$ cat src/rtl/eis_pkg.sv
// Constants, field layout and state codes for the event entry sequencer
package eis_pkg;
   localparam int          CC_LSB    = 0;
   localparam int          CC_W      = 4;
   localparam int          IPL_LSB   = 16;
   localparam int          IPL_W     = 5;
   localparam int          PREV_LSB  = 22;
   localparam int          CUR_LSB   = 24;
   localparam int          MODE_W    = 2;
   localparam int          IS_BIT    = 26;
   localparam int          TP_BIT    = 30;
   localparam logic [4:0]  IPL_KSNV  = 5'h1f;
   localparam logic [1:0]  VEC_KSTK  = 2'h0;
   localparam logic [1:0]  VEC_ISTK  = 2'h1;
   localparam logic [1:0]  MODE_KERN = 2'h0;
   localparam logic [31:0] LW_BYTES  = 32'h4;
   localparam logic [31:0] PSL_RST   = 32'h0;
   localparam int          PAR_W     = 3;
   // Stack pointer index equals PROCESSOR_STATUS_LONGWORD bits 26:24 (IS, current mode)
   localparam logic [2:0]  SPX_KERN  = 3'h0;
   localparam logic [2:0]  SPX_INT   = 3'h4;
   localparam int          SP_NUM    = 5;

   typedef enum logic [3:0] {
      EV_ABORT = 4'h0,
      EV_BPT   = 4'h1,
      EV_CHM   = 4'h2,
      EV_FAULT = 4'h3,
      EV_INTR  = 4'h4,
      EV_TRACE = 4'h5,
      EV_TRAP  = 4'h6,
      EV_RESV  = 4'h7,
      EV_XFC   = 4'h8
   } eis_cause_t;

   typedef enum logic [2:0] {
      ST_IDLE     = 3'h0,
      ST_SWITCH   = 3'h1,
      ST_PUSH_PSL = 3'h2,
      ST_PUSH_PC  = 3'h3,
      ST_INIT_PSL = 3'h4,
      ST_PUSH_PAR = 3'h5,
      ST_JUMP     = 3'h6,
      ST_HALT     = 3'h7
   } eis_state_t;
endpackage

$ cat src/rtl/eis_sp_bank.sv
// Five stack pointers with a sequencer port and a privileged register port
`timescale 1ns/1ps
`default_nettype none
module eis_sp_bank (
   input  wire logic        mclk,      // Clock
   input  wire logic        rst,       // Sync reset
   input  wire logic        seq_we,    // Sequencer write
   input  wire logic [2:0]  seq_idx,   // Sequencer write index
   input  wire logic [31:0] seq_wdata, // Sequencer write data
   input  wire logic [2:0]  seq_ridx,  // Sequencer read index
   output logic      [31:0] seq_rdata, // Sequencer read data
   input  wire logic        prv_we,    // Privileged register write
   input  wire logic [2:0]  prv_idx,   // Privileged register index
   input  wire logic [31:0] prv_wdata, // Privileged write data
   output logic      [31:0] prv_rdata  // Privileged read data
);
   logic [31:0] sp_q [eis_pkg::SP_NUM];

   // Sequencer wins a same-cycle clash so a stack switch is never lost
   always_ff @(posedge mclk) begin
      if (rst) begin
         for (int i = 0; i < eis_pkg::SP_NUM; i++) begin
            sp_q[i] <= 32'h0;
         end
      end else if (seq_we) begin
         sp_q[seq_idx] <= seq_wdata;
      end else if (prv_we && (prv_idx <= eis_pkg::SPX_INT)) begin
         sp_q[prv_idx] <= prv_wdata;
      end
   end

   assign seq_rdata = (seq_ridx <= eis_pkg::SPX_INT) ? sp_q[seq_ridx] : 32'h0;
   assign prv_rdata = (prv_idx <= eis_pkg::SPX_INT) ? sp_q[prv_idx] : 32'h0;
endmodule // eis_sp_bank
`default_nettype wire

$ cat src/rtl/eis_entry_seq.sv
// Exception and interrupt entry sequencer: stack switch, pushes, new status, vector jump
`timescale 1ns/1ps
`default_nettype none
// Contract
// - Vector low two bits choose event handling
// - Interrupts disabled throughout the entry sequence
// - Clear condition codes when code is 0/1
// - Off interrupt stack: save SP, load new
// - Push old status before program counter
// - Push PC except between-instruction interrupts, traps
// - Build new status after the saves
// - Change priority level only for interrupts
// - Then push every event parameter
// - Exceptions: previous mode takes old current mode
// - Finally jump to vector bits 31:2
// - Kernel stack write fault: abort, level 1F
// - Abort discards original event parameters
// - Abort pushes same status, PC on interrupt stack
// - Interrupt stack write fault halts, values kept
// - Saved trace pending per event cause
// - Interrupts: trace clear flag clears trace pending
// - Abort PC addresses aborting instruction
// - Interrupt PC: interrupted or next instruction; code always saves cur_pc
// - Stack pointers held in privileged registers
// - Privileged moves reach all stack pointers
// - Stack select from interrupt flag and mode
// - Entry clears current mode bits
module eis_entry_seq (
   input  wire logic        mclk,           // Clock, 50 MHz
   input  wire logic        rst,            // Sync reset, active high
   input  wire logic        ev_start,       // Start entry, one-cycle pulse
   input  wire logic [3:0]  ev_cause,       // Event cause code
   input  wire logic        ev_between,     // Interrupt taken between instructions
   input  wire logic        itc_flag,       // Interrupt trace clear flag
   input  wire logic [4:0]  ev_ipl,         // Priority level of an interrupt
   input  wire logic [31:0] ev_vector,      // Fetched vector longword
   input  wire logic [31:0] ksnv_vector,    // Vector used for kernel stack abort
   input  wire logic [31:0] cur_psl,        // Current status longword
   input  wire logic [31:0] cur_pc,         // PC of the current instruction
   input  wire logic [31:0] next_pc,        // PC of the next instruction
   input  wire logic [31:0] cur_sp,         // Live stack pointer from the core
   input  wire logic [2:0]  par_cnt,        // Number of event parameters
   input  wire logic [31:0] par_data,       // Parameter selected by par_idx
   output logic      [2:0]  par_idx,        // Parameter being pushed
   output logic             mem_wr_req,     // Stack write request
   output logic      [31:0] mem_wr_addr,    // Stack write address
   output logic      [31:0] mem_wr_data,    // Stack write data
   input  wire logic        mem_wr_ack,     // Write completed
   input  wire logic        mem_wr_acv,     // Access violation with ack
   input  wire logic        mem_wr_tnv,     // Translation not valid with ack
   input  wire logic        prv_we,         // Privileged stack pointer write
   input  wire logic [2:0]  prv_idx,        // Privileged register index
   input  wire logic [31:0] prv_wdata,      // Privileged write data
   output logic      [31:0] prv_rdata,      // Privileged read data
   output logic             int_disable,    // Interrupt recognition blocked
   output logic             busy,           // Sequence in progress
   output logic             done,           // Entry finished, one-cycle pulse
   output logic             ksnv_abort,     // Kernel stack abort began, pulse
   output logic             halted,         // Halted, level
   output logic      [31:0] new_psl,        // Handler status longword
   output logic      [31:0] new_pc,         // Handler PC
   output logic      [31:0] new_sp          // Handler stack pointer
);
   eis_pkg::eis_state_t state_q;
   eis_pkg::eis_cause_t cause_q;
   logic [31:0] vec_q, opsl_q, spsl_q, spc_q, sp_q, npsl_q, npc_q;
   logic [2:0]  stk_q, par_q, pcnt_q;
   logic        pushpc_q, ksnv_q, done_q, ksnv_p_q, halt_q;
   logic        intr, wr_fault, bank_we;
   logic [2:0]  bank_idx, bank_ridx, stk_new;
   logic [31:0] bank_wdata, bank_rdata, sp_dec;
   logic        tp_save;
   logic [31:0] pc_save;

   assign intr     = (cause_q == eis_pkg::EV_INTR);
   assign wr_fault = mem_wr_ack && (mem_wr_acv || mem_wr_tnv);
   assign sp_dec   = sp_q - eis_pkg::LW_BYTES;

   // Trace pending value to save, from the raw event inputs
   always_comb begin
      tp_save = 1'b0;
      unique case (ev_cause)
         eis_pkg::EV_ABORT, eis_pkg::EV_CHM, eis_pkg::EV_TRAP:
            tp_save = cur_psl[eis_pkg::TP_BIT];
         eis_pkg::EV_INTR:
            tp_save = itc_flag ? 1'b0 : cur_psl[eis_pkg::TP_BIT];
         default:
            tp_save = 1'b0;
      endcase
   end

   // PC to save: next instruction for change-mode, trap and trace
   always_comb begin
      unique case (ev_cause)
         eis_pkg::EV_CHM, eis_pkg::EV_TRAP, eis_pkg::EV_TRACE:
            pc_save = next_pc;
         eis_pkg::EV_INTR:
            pc_save = cur_pc;
         default:
            pc_save = cur_pc;
      endcase
   end

   // Stack for the handler: stay on the interrupt stack, else by vector code
   assign stk_new = (cur_psl[eis_pkg::IS_BIT] || ev_vector[1:0] == eis_pkg::VEC_ISTK)
                    ? eis_pkg::SPX_INT : eis_pkg::SPX_KERN;

   // Sequencer side of the stack pointer bank
   always_comb begin
      bank_we    = 1'b0;
      bank_idx   = stk_q;
      bank_wdata = sp_q;
      bank_ridx  = stk_q;
      unique case (state_q)
         eis_pkg::ST_SWITCH: begin
            bank_ridx = stk_q;
            bank_we   = !opsl_q[eis_pkg::IS_BIT];
            bank_idx  = {opsl_q[eis_pkg::IS_BIT], opsl_q[eis_pkg::CUR_LSB +: eis_pkg::MODE_W]};
            bank_wdata = cur_sp;
         end
         eis_pkg::ST_JUMP: begin
            bank_we = 1'b1;
         end
         default: begin
            bank_ridx = eis_pkg::SPX_INT;
         end
      endcase
   end

   eis_sp_bank u_bank (
      .mclk      (mclk),
      .rst       (rst),
      .seq_we    (bank_we),
      .seq_idx   (bank_idx),
      .seq_wdata (bank_wdata),
      .seq_ridx  (bank_ridx),
      .seq_rdata (bank_rdata),
      .prv_we    (prv_we),
      .prv_idx   (prv_idx),
      .prv_wdata (prv_wdata),
      .prv_rdata (prv_rdata)
   );

   // Sequence control
   always_ff @(posedge mclk) begin
      if (rst) begin
         state_q <= eis_pkg::ST_IDLE;
      end else begin
         unique case (state_q)
            eis_pkg::ST_IDLE:
               if (ev_start) begin
                  // Codes 2 and 3 are not entry codes; stop rather than guess
                  state_q <= (ev_vector[1] == 1'b1) ? eis_pkg::ST_HALT
                                                    : eis_pkg::ST_SWITCH;
               end
            eis_pkg::ST_SWITCH:
               state_q <= eis_pkg::ST_PUSH_PSL;
            eis_pkg::ST_PUSH_PSL:
               if (wr_fault && stk_q == eis_pkg::SPX_INT) begin
                  state_q <= eis_pkg::ST_HALT;
               end else if (wr_fault) begin
                  state_q <= eis_pkg::ST_PUSH_PSL;
               end else if (mem_wr_ack) begin
                  state_q <= pushpc_q ? eis_pkg::ST_PUSH_PC
                                      : eis_pkg::ST_INIT_PSL;
               end
            eis_pkg::ST_PUSH_PC:
               if (wr_fault && stk_q == eis_pkg::SPX_INT) begin
                  state_q <= eis_pkg::ST_HALT;
               end else if (wr_fault) begin
                  state_q <= eis_pkg::ST_PUSH_PSL;
               end else if (mem_wr_ack) begin
                  state_q <= eis_pkg::ST_INIT_PSL;
               end
            eis_pkg::ST_INIT_PSL:
               state_q <= (pcnt_q != '0 && !ksnv_q) ? eis_pkg::ST_PUSH_PAR
                                                    : eis_pkg::ST_JUMP;
            eis_pkg::ST_PUSH_PAR:
               if (wr_fault && stk_q == eis_pkg::SPX_INT) begin
                  state_q <= eis_pkg::ST_HALT;
               end else if (wr_fault) begin
                  state_q <= eis_pkg::ST_PUSH_PSL;
               end else if (mem_wr_ack && par_q == pcnt_q - 3'h1) begin
                  state_q <= eis_pkg::ST_JUMP;
               end
            eis_pkg::ST_JUMP:
               state_q <= eis_pkg::ST_IDLE;
            eis_pkg::ST_HALT:
               state_q <= eis_pkg::ST_HALT;
         endcase
      end
   end

   // Event capture and stack pointer walk
   always_ff @(posedge mclk) begin
      if (rst) begin
         cause_q  <= eis_pkg::EV_ABORT;
         vec_q    <= 32'h0;
         opsl_q   <= eis_pkg::PSL_RST;
         spsl_q   <= eis_pkg::PSL_RST;
         spc_q    <= 32'h0;
         pushpc_q <= 1'b0;
         pcnt_q   <= 3'h0;
         stk_q    <= eis_pkg::SPX_KERN;
         sp_q     <= 32'h0;
         ksnv_q   <= 1'b0;
         par_q    <= 3'h0;
      end else if (state_q == eis_pkg::ST_IDLE && ev_start) begin
         cause_q  <= eis_cause_cast(ev_cause);
         vec_q    <= ev_vector;
         opsl_q   <= cur_psl;
         spsl_q   <= cur_psl;
         spsl_q[eis_pkg::CC_LSB +: eis_pkg::CC_W] <=
            ev_vector[1] ? cur_psl[eis_pkg::CC_LSB +: eis_pkg::CC_W] : 4'h0;
         spsl_q[eis_pkg::TP_BIT] <= tp_save;
         spc_q    <= pc_save;
         pushpc_q <= !((ev_cause == eis_pkg::EV_INTR && ev_between)
                       || ev_cause == eis_pkg::EV_TRAP);
         pcnt_q   <= par_cnt;
         stk_q    <= stk_new;
         ksnv_q   <= 1'b0;
         par_q    <= 3'h0;
      end else if (state_q == eis_pkg::ST_SWITCH) begin
         sp_q <= (opsl_q[eis_pkg::IS_BIT] || bank_idx == stk_q) ? cur_sp : bank_rdata;
      end else if (wr_fault && stk_q != eis_pkg::SPX_INT) begin
         // Restart the saves on the interrupt stack with the same values
         stk_q    <= eis_pkg::SPX_INT;
         sp_q     <= bank_rdata;
         ksnv_q   <= 1'b1;
         pushpc_q <= 1'b1;
         par_q    <= 3'h0;
      end else if (mem_wr_ack && !wr_fault) begin
         sp_q <= sp_dec;
         if (state_q == eis_pkg::ST_PUSH_PAR) begin
            par_q <= par_q + 3'h1;
         end
      end
   end

   function automatic eis_pkg::eis_cause_t eis_cause_cast(input logic [3:0] c);
      return eis_pkg::eis_cause_t'(c);
   endfunction

   // Memory write port: address is predecremented stack pointer
   always_comb begin
      mem_wr_req  = 1'b0;
      mem_wr_data = spsl_q;
      unique case (state_q)
         eis_pkg::ST_PUSH_PSL: begin
            mem_wr_req  = 1'b1;
            mem_wr_data = spsl_q;
         end
         eis_pkg::ST_PUSH_PC: begin
            mem_wr_req  = 1'b1;
            mem_wr_data = spc_q;
         end
         eis_pkg::ST_PUSH_PAR: begin
            mem_wr_req  = 1'b1;
            mem_wr_data = par_data;
         end
         default: begin
            mem_wr_req  = 1'b0;
         end
      endcase
   end
   assign mem_wr_addr = sp_dec;
   assign par_idx     = par_q;

   // New status longword and handler PC
   always_ff @(posedge mclk) begin
      if (rst) begin
         npsl_q <= eis_pkg::PSL_RST;
         npc_q  <= 32'h0;
      end else if (state_q == eis_pkg::ST_INIT_PSL) begin
         npsl_q <= eis_pkg::PSL_RST;
         npsl_q[eis_pkg::IS_BIT] <= (stk_q == eis_pkg::SPX_INT);
         npsl_q[eis_pkg::IPL_LSB +: eis_pkg::IPL_W] <=
            ksnv_q ? eis_pkg::IPL_KSNV
                   : (intr ? ev_ipl : opsl_q[eis_pkg::IPL_LSB +: eis_pkg::IPL_W]);
      end else if (state_q == eis_pkg::ST_JUMP) begin
         npsl_q[eis_pkg::PREV_LSB +: eis_pkg::MODE_W] <=
            (intr && !ksnv_q) ? eis_pkg::MODE_KERN
                              : opsl_q[eis_pkg::CUR_LSB +: eis_pkg::MODE_W];
         npc_q <= ksnv_q ? {ksnv_vector[31:2], 2'b00} : {vec_q[31:2], 2'b00};
      end else if (state_q == eis_pkg::ST_HALT && !halt_q) begin
         npsl_q <= spsl_q;
         npc_q  <= spc_q;
      end
   end

   // Status pulses and halt level
   always_ff @(posedge mclk) begin
      if (rst) begin
         done_q   <= 1'b0;
         ksnv_p_q <= 1'b0;
         halt_q   <= 1'b0;
      end else begin
         done_q   <= (state_q == eis_pkg::ST_JUMP);
         ksnv_p_q <= wr_fault && stk_q != eis_pkg::SPX_INT && state_q != eis_pkg::ST_HALT;
         halt_q   <= (state_q == eis_pkg::ST_HALT);
      end
   end

   assign int_disable = (state_q != eis_pkg::ST_IDLE) || done_q;
   assign busy        = (state_q != eis_pkg::ST_IDLE);
   assign done        = done_q;
   assign ksnv_abort  = ksnv_p_q;
   assign halted      = halt_q;
   assign new_psl     = npsl_q;
   assign new_pc      = npc_q;
   assign new_sp      = sp_q;

   property p_intdis;
      @(posedge mclk) disable iff (rst)
      (ev_start || state_q != eis_pkg::ST_IDLE) |=> int_disable;
   endproperty
   a_intdis: assert property (p_intdis) else $error("interrupts enabled during entry");

   property p_cc;
      @(posedge mclk) disable iff (rst)
      (state_q == eis_pkg::ST_PUSH_PSL && !vec_q[1]) |-> mem_wr_data[3:0] == 4'h0;
   endproperty
   a_cc: assert property (p_cc) else $error("condition codes not cleared");

   property p_order;
      @(posedge mclk) disable iff (rst)
      (state_q == eis_pkg::ST_PUSH_PC) |->
         $past(state_q) inside {eis_pkg::ST_PUSH_PSL, eis_pkg::ST_PUSH_PC};
   endproperty
   a_order: assert property (p_order) else $error("PC pushed before status");

   property p_predec;
      @(posedge mclk) disable iff (rst)
      (mem_wr_req && mem_wr_ack && !wr_fault) |=> sp_q == $past(mem_wr_addr)
         && $past(mem_wr_addr) == $past(sp_q) - 32'h4;
   endproperty
   a_predec: assert property (p_predec) else $error("stack not predecremented by four");

   property p_jump;
      @(posedge mclk) disable iff (rst)
      (state_q == eis_pkg::ST_JUMP && !ksnv_q) |=>
         new_pc == {$past(vec_q[31:2]), 2'b00} ##1 done_q == 1'b0;
   endproperty
   a_jump: assert property (p_jump) else $error("handler PC not from vector");

   property p_ksnv;
      @(posedge mclk) disable iff (rst)
      (state_q == eis_pkg::ST_JUMP && ksnv_q) |=>
         new_psl[eis_pkg::IPL_LSB +: eis_pkg::IPL_W] == 5'h1f && new_psl[eis_pkg::IS_BIT];
   endproperty
   a_ksnv: assert property (p_ksnv) else $error("kernel stack abort level wrong");

   property p_ipl;
      @(posedge mclk) disable iff (rst)
      (state_q == eis_pkg::ST_JUMP && !intr && !ksnv_q) |=>
         new_psl[eis_pkg::IPL_LSB +: eis_pkg::IPL_W] == $past(opsl_q[20:16]);
   endproperty
   a_ipl: assert property (p_ipl) else $error("priority changed for exception");

   property p_mode;
      @(posedge mclk) disable iff (rst)
      done_q |-> new_psl[eis_pkg::CUR_LSB +: eis_pkg::MODE_W] == 2'h0;
   endproperty
   a_mode: assert property (p_mode) else $error("current mode not cleared");

   property p_halt;
      @(posedge mclk) disable iff (rst)
      halt_q |=> halt_q && $stable(new_pc) && $stable(new_psl) && !mem_wr_req;
   endproperty
   a_halt: assert property (p_halt) else $error("halt state not held");
endmodule // eis_entry_seq
`default_nettype wire

$ cat config.mk
export PLATFORM = sky130hd
export DESIGN_NAME = eis_entry_seq
export DESIGN_NICKNAME = d
export VERILOG_FILES = /design/src/rtl/eis_pkg.sv /design/src/rtl/eis_sp_bank.sv /design/src/rtl/eis_entry_seq.sv
export SDC_FILE = /design/constraint.sdc
export NUM_CORES = 1
export LEC_CHECK = 0
export BUFFER_PORTS_ARGS = -buffer_cell sky130_fd_sc_hd__clkbuf_2
export CORE_ASPECT_RATIO = 0.7
export CORE_MARGIN = 10
export CORE_UTILIZATION = 40
export DETAILED_ROUTE_END_ITERATION = 12
export HOLD_SLACK_MARGIN = 0.03
export PLACE_DENSITY = 0.6
export SETUP_SLACK_MARGIN = 0.5
export SYNTH_ARGS = -nofsm -noshare
export SYNTH_HDL_FRONTEND = slang
export SYNTH_HIERARCHICAL = 1
export SYNTH_SLANG_ARGS = --single-unit
$ cat constraint.sdc
create_clock -name mclk -period 5 [get_ports mclk]
set_clock_uncertainty 0.15 [all_clocks]
set_input_delay 1 -clock mclk [delete_from_list [all_inputs] [get_ports mclk]]
set_output_delay 1 -clock mclk [all_outputs]
set_load 0.005 [all_outputs]
==> metrics.md <==
| Metric | Value |
|---|---|
| Outcome | completed |
| Largest net degree at the start of global routing | between 80 and 90 |
| # IOs | between 400 and 500 |
| RSZ-0062 raised after global routing | no |
| Number of library cell types mapped by synthesis | 82 |
| DIE WIDTH | between 200 and 300 µm |
| Drt pass-1 iters | 6 |
| Number of cells traversed by the worst hold path | 2 |
| Number of post-CTS setup repair buffers | 0 |
| Final Hold Viols | 0 |
| Clock-pin slew on the worst setup and hold paths | 0.06 ns |
| H-Tree Level Count | 2 |
| Hold path endpoint | vec_q[12]$_SDFFE_PP0P_ |
| Max Clock Freq | 233 MHz |
| Ys flop type | dfxtp_1 |
| Gr busiest metal | met2 |
| Met1 Track Usage GR | 0.412 |
| Setup Total Neg Slack | 0 ns |
| Detail Route Antenna Nets | 0 |
| GR Util met2 | 0.456 |
| DR WL/cell | approximately 29 µm |
| Delay-heaviest family, CP | simple AND/OR/NAND/NOR gates |
| Tcrit/Tclk final | 0.857 |
| Post-synthesis sequential area ratio | 0.446 |
| Asr flop ratio synth | 0 |
| Syn Inst Count | 2,203 |
| Most common cell after layout, fill and taps aside | clkbuf_2 |
| Die Y | 208 µm |
| Gr ovfl total | 0 |
| Total CTS buffers | 41 |
| NumNets Final | roughly 2,900 |
| Max-slew violations | 0 |
| Initial antenna violation count | 12 |
| Ratio of cells with drive above 1 in the final layout | 0.275 |
| FF-to-FF path depth | 6 |
| Syn Area/Cell | 9.14 µm² |
| GP Congestion | 0.924 |
| Reg2reg end | u_bank/sp_q[2][3]$_SDFFCE_PN0P_ |
| Shortest period the worst path allows | ~4.3 ns |
| Commonest cells after routing, fill and taps aside | clkbuf_2 (477), nand2_1 (458), dfxtp_1 (208) |
| Vias in the first global route | about 19,000 |
| Cell Chain, Critical Path | nor4_4, nand4_4, nor4_1, xnor2_1, clkbuf_2 |
| CTS root buf | clkbuf_16 |
| CP max FO | 18 |
| Total wire length | about 94 mm |
| Hold Path Origin | vec_q[12]$_SDFFE_PP0P_ |
| Clk_lat worst skew | roughly 0.55 ns |
| CP required | between 3 and 4 ns |
| Static leakage | roughly 9.5 nW |
| Hold Path Class | reg2reg |
| Crit Path Category | reg2out |
| IO Port Bufs | ~480 |
| Starting Density | 0.407 |
| MaxCap Viol Count | 0 |
| CTS tree | built |
| Total clock sinks | between 300 and 400 |
| Die ar. | 59,900 µm² |
| Core area | between 40,000 and 50,000 µm² |
| Global-route usage over all layers | 0.297 |
| Final setup violation count | 0 |
| Worst VDD drop | approximately 0.33 mV |
| R2R Path Start | state_q[1]$_SDFFE_PP0P_ |
| Hpwl dp | 65.6 mm |
| DR DRC count | 0 |
| Worst Tran Pin Value | ~1.1 ns |
| Maximum root-to-sink buffer count | 3 |
| Post-CTS Resized | 0 |
| Slowest stage delay, CP | 0.72 ns |
| First-pass GRT wire length | roughly 130 mm |
| Iteration-0 DRC count of the detailed router | 2,958 |
| Critical path buffers and inverters | 1 |
| Synthesized cell area | 20,100 µm² |
| GRT met3 Usage | 0.0669 |
| R2R Setup Slk | 1.12 ns |
| CTS Hold Bufs | 0 |
| Number of flops mapped to enable cells by yosys | 160 |
| CP Launch Type | flip-flop |
| Worst EP arrival | 3.13 ns |
| Critical-path top delay cell | nor4_1 |
| Synth Register Bits | roughly 370 |
| Ys Warns | 6 |
| Type of element capturing the critical path | primary output |
| Layout area overhead | 21.6% |
| Rows | between 60 and 70 |
| Design Power | approximately 14 mW |
| Via density | about 6 |
| Vias | 20,000 |
| Relative slew slack | 0.272 |
| Power Dens Cells | between 500 and 600 nW/µm² |
## cell families (layout without fill, tap and decap cells)
group,Yosys count,count (layout),synth area share
fa+ha+maj,4,4,0.00248
buf+inv,298,697,0.0612
compound gates,661,661,0.218
simple gates,735,735,0.166
mux,106,106,0.0924
xor+xnor,29,29,0.0133
flops,369,369,0.446
other cells,1,9,0.000186
## Yosys cell counts (6+ instances only)
cell / count / share of area
dfxtp_1: 209 / 0.21
a32o_1: 36 / 0.018
nand4_1: 6 / 0.0019
a21oi_1: 182 / 0.045
o21a_1: 11 / 0.0041
buf_1: 9 / 0.0017
a311oi_1: 31 / 0.013
or4_1: 7 / 0.0026
xnor2_1: 17 / 0.0074
xor2_1: 11 / 0.0048
mux4_2: 64 / 0.072
a221oi_1: 10 / 0.0043
and2_1: 6 / 0.0019
a31oi_1: 7 / 0.0022
a22oi_1: 37 / 0.014
clkbuf_1: 141 / 0.026
o21ai_0: 126 / 0.031
nor2_1: 67 / 0.012
nand3_1: 67 / 0.017
a211oi_1: 130 / 0.048
nand2_1: 459 / 0.086
inv_1: 93 / 0.017
edfxtp_1: 160 / 0.24
o22ai_1: 16 / 0.0050
nor4_1: 10 / 0.0031
nor3_1: 27 / 0.0067
nand3_2: 10 / 0.0050
buf_4: 6 / 0.0022
buf_2: 44 / 0.011
a222oi_1: 7 / 0.0035
mux2i_1: 42 / 0.021
nor2b_1: 39 / 0.012
o32ai_1: 23 / 0.010
## worst register-to-register path, delay by kind of cell, from the launching register on
kind / cells / cell delay (ns)
compound gates: 2 / 0.95
buf+inv: 1 / 0.45
flops: 1 / 0.76
simple gates: 3 / 1.30
## power by group
part           switching, mW  internal, mW
clock                   1.30          1.83
sequential             0.691          3.79
combinational           4.14          2.19
total                   6.13          7.82
## area by class of cell
class	instances	area, µm²
Fill cell	4826	25000
Multi-Input combinational cell	1537	10100
Sequential cell	369	8990
Timing Repair Buffer	538	2890
Clock buffer	52	1120
Tap cell	665	832
Inverter	93	349
Clock inverter	14	214
Antenna cell	7	17.5
## per-layer routing
metal  wire length, µm  share of wire
met3              9920           0.11
met5                45        0.00048
met4              2530          0.027
met2             42200           0.45
met1             38900           0.42
## how the worst max path moves through the flow
stage,startpoint,end,cells after the start
after floorplan,state_q[0]$_SDFFE_PP0P_,u_bank/sp_q[1][0]$_SDFFCE_PN0P_,9
after global placement,new_sp[6]$_SDFFE_PP0P_,mem_wr_addr[31],5
after detailed placement,new_sp[6]$_SDFFE_PP0P_,mem_wr_addr[31],5
after CTS,new_sp[6]$_SDFFE_PP0P_,mem_wr_addr[31],5
after global routing,new_sp[6]$_SDFFE_PP0P_,mem_wr_addr[28],5
final,new_sp[6]$_SDFFE_PP0P_,mem_wr_addr[29],5
## per-stage QoR
step	instances	setup slack [ns]	hold slack, ns	utilization	instance area, µm²
2_1_floorplan	2204	0.618	0.282	-	20200
3_3_place_gp	3202	1.19	0.288	0.467	23100
3_5_place_dp	3202	1.15	0.292	0.467	23100
4_1_cts	3268	0.555	0.300	0.494	24500
5_1_grt	3274	0.514	0.321	0.495	24500
6_report	3275	0.716	0.298	0.495	24500
## state kept, by name, indices dropped and copies added, names as in the netlist
name and flops:
done 1, new_psl 32, state_q 3, new_pc 32, stk_q 1, new_sp 32
par_idx 3, opsl_q 22, u_bank/sp_q 160, ksnv_abort 1, halted 1, spsl_q 10
vec_q 30, ksnv_q 1, pushpc_q 1, cause_q 4, pcnt_q 3, spc_q 32
(Power assumes the default switching activity.)
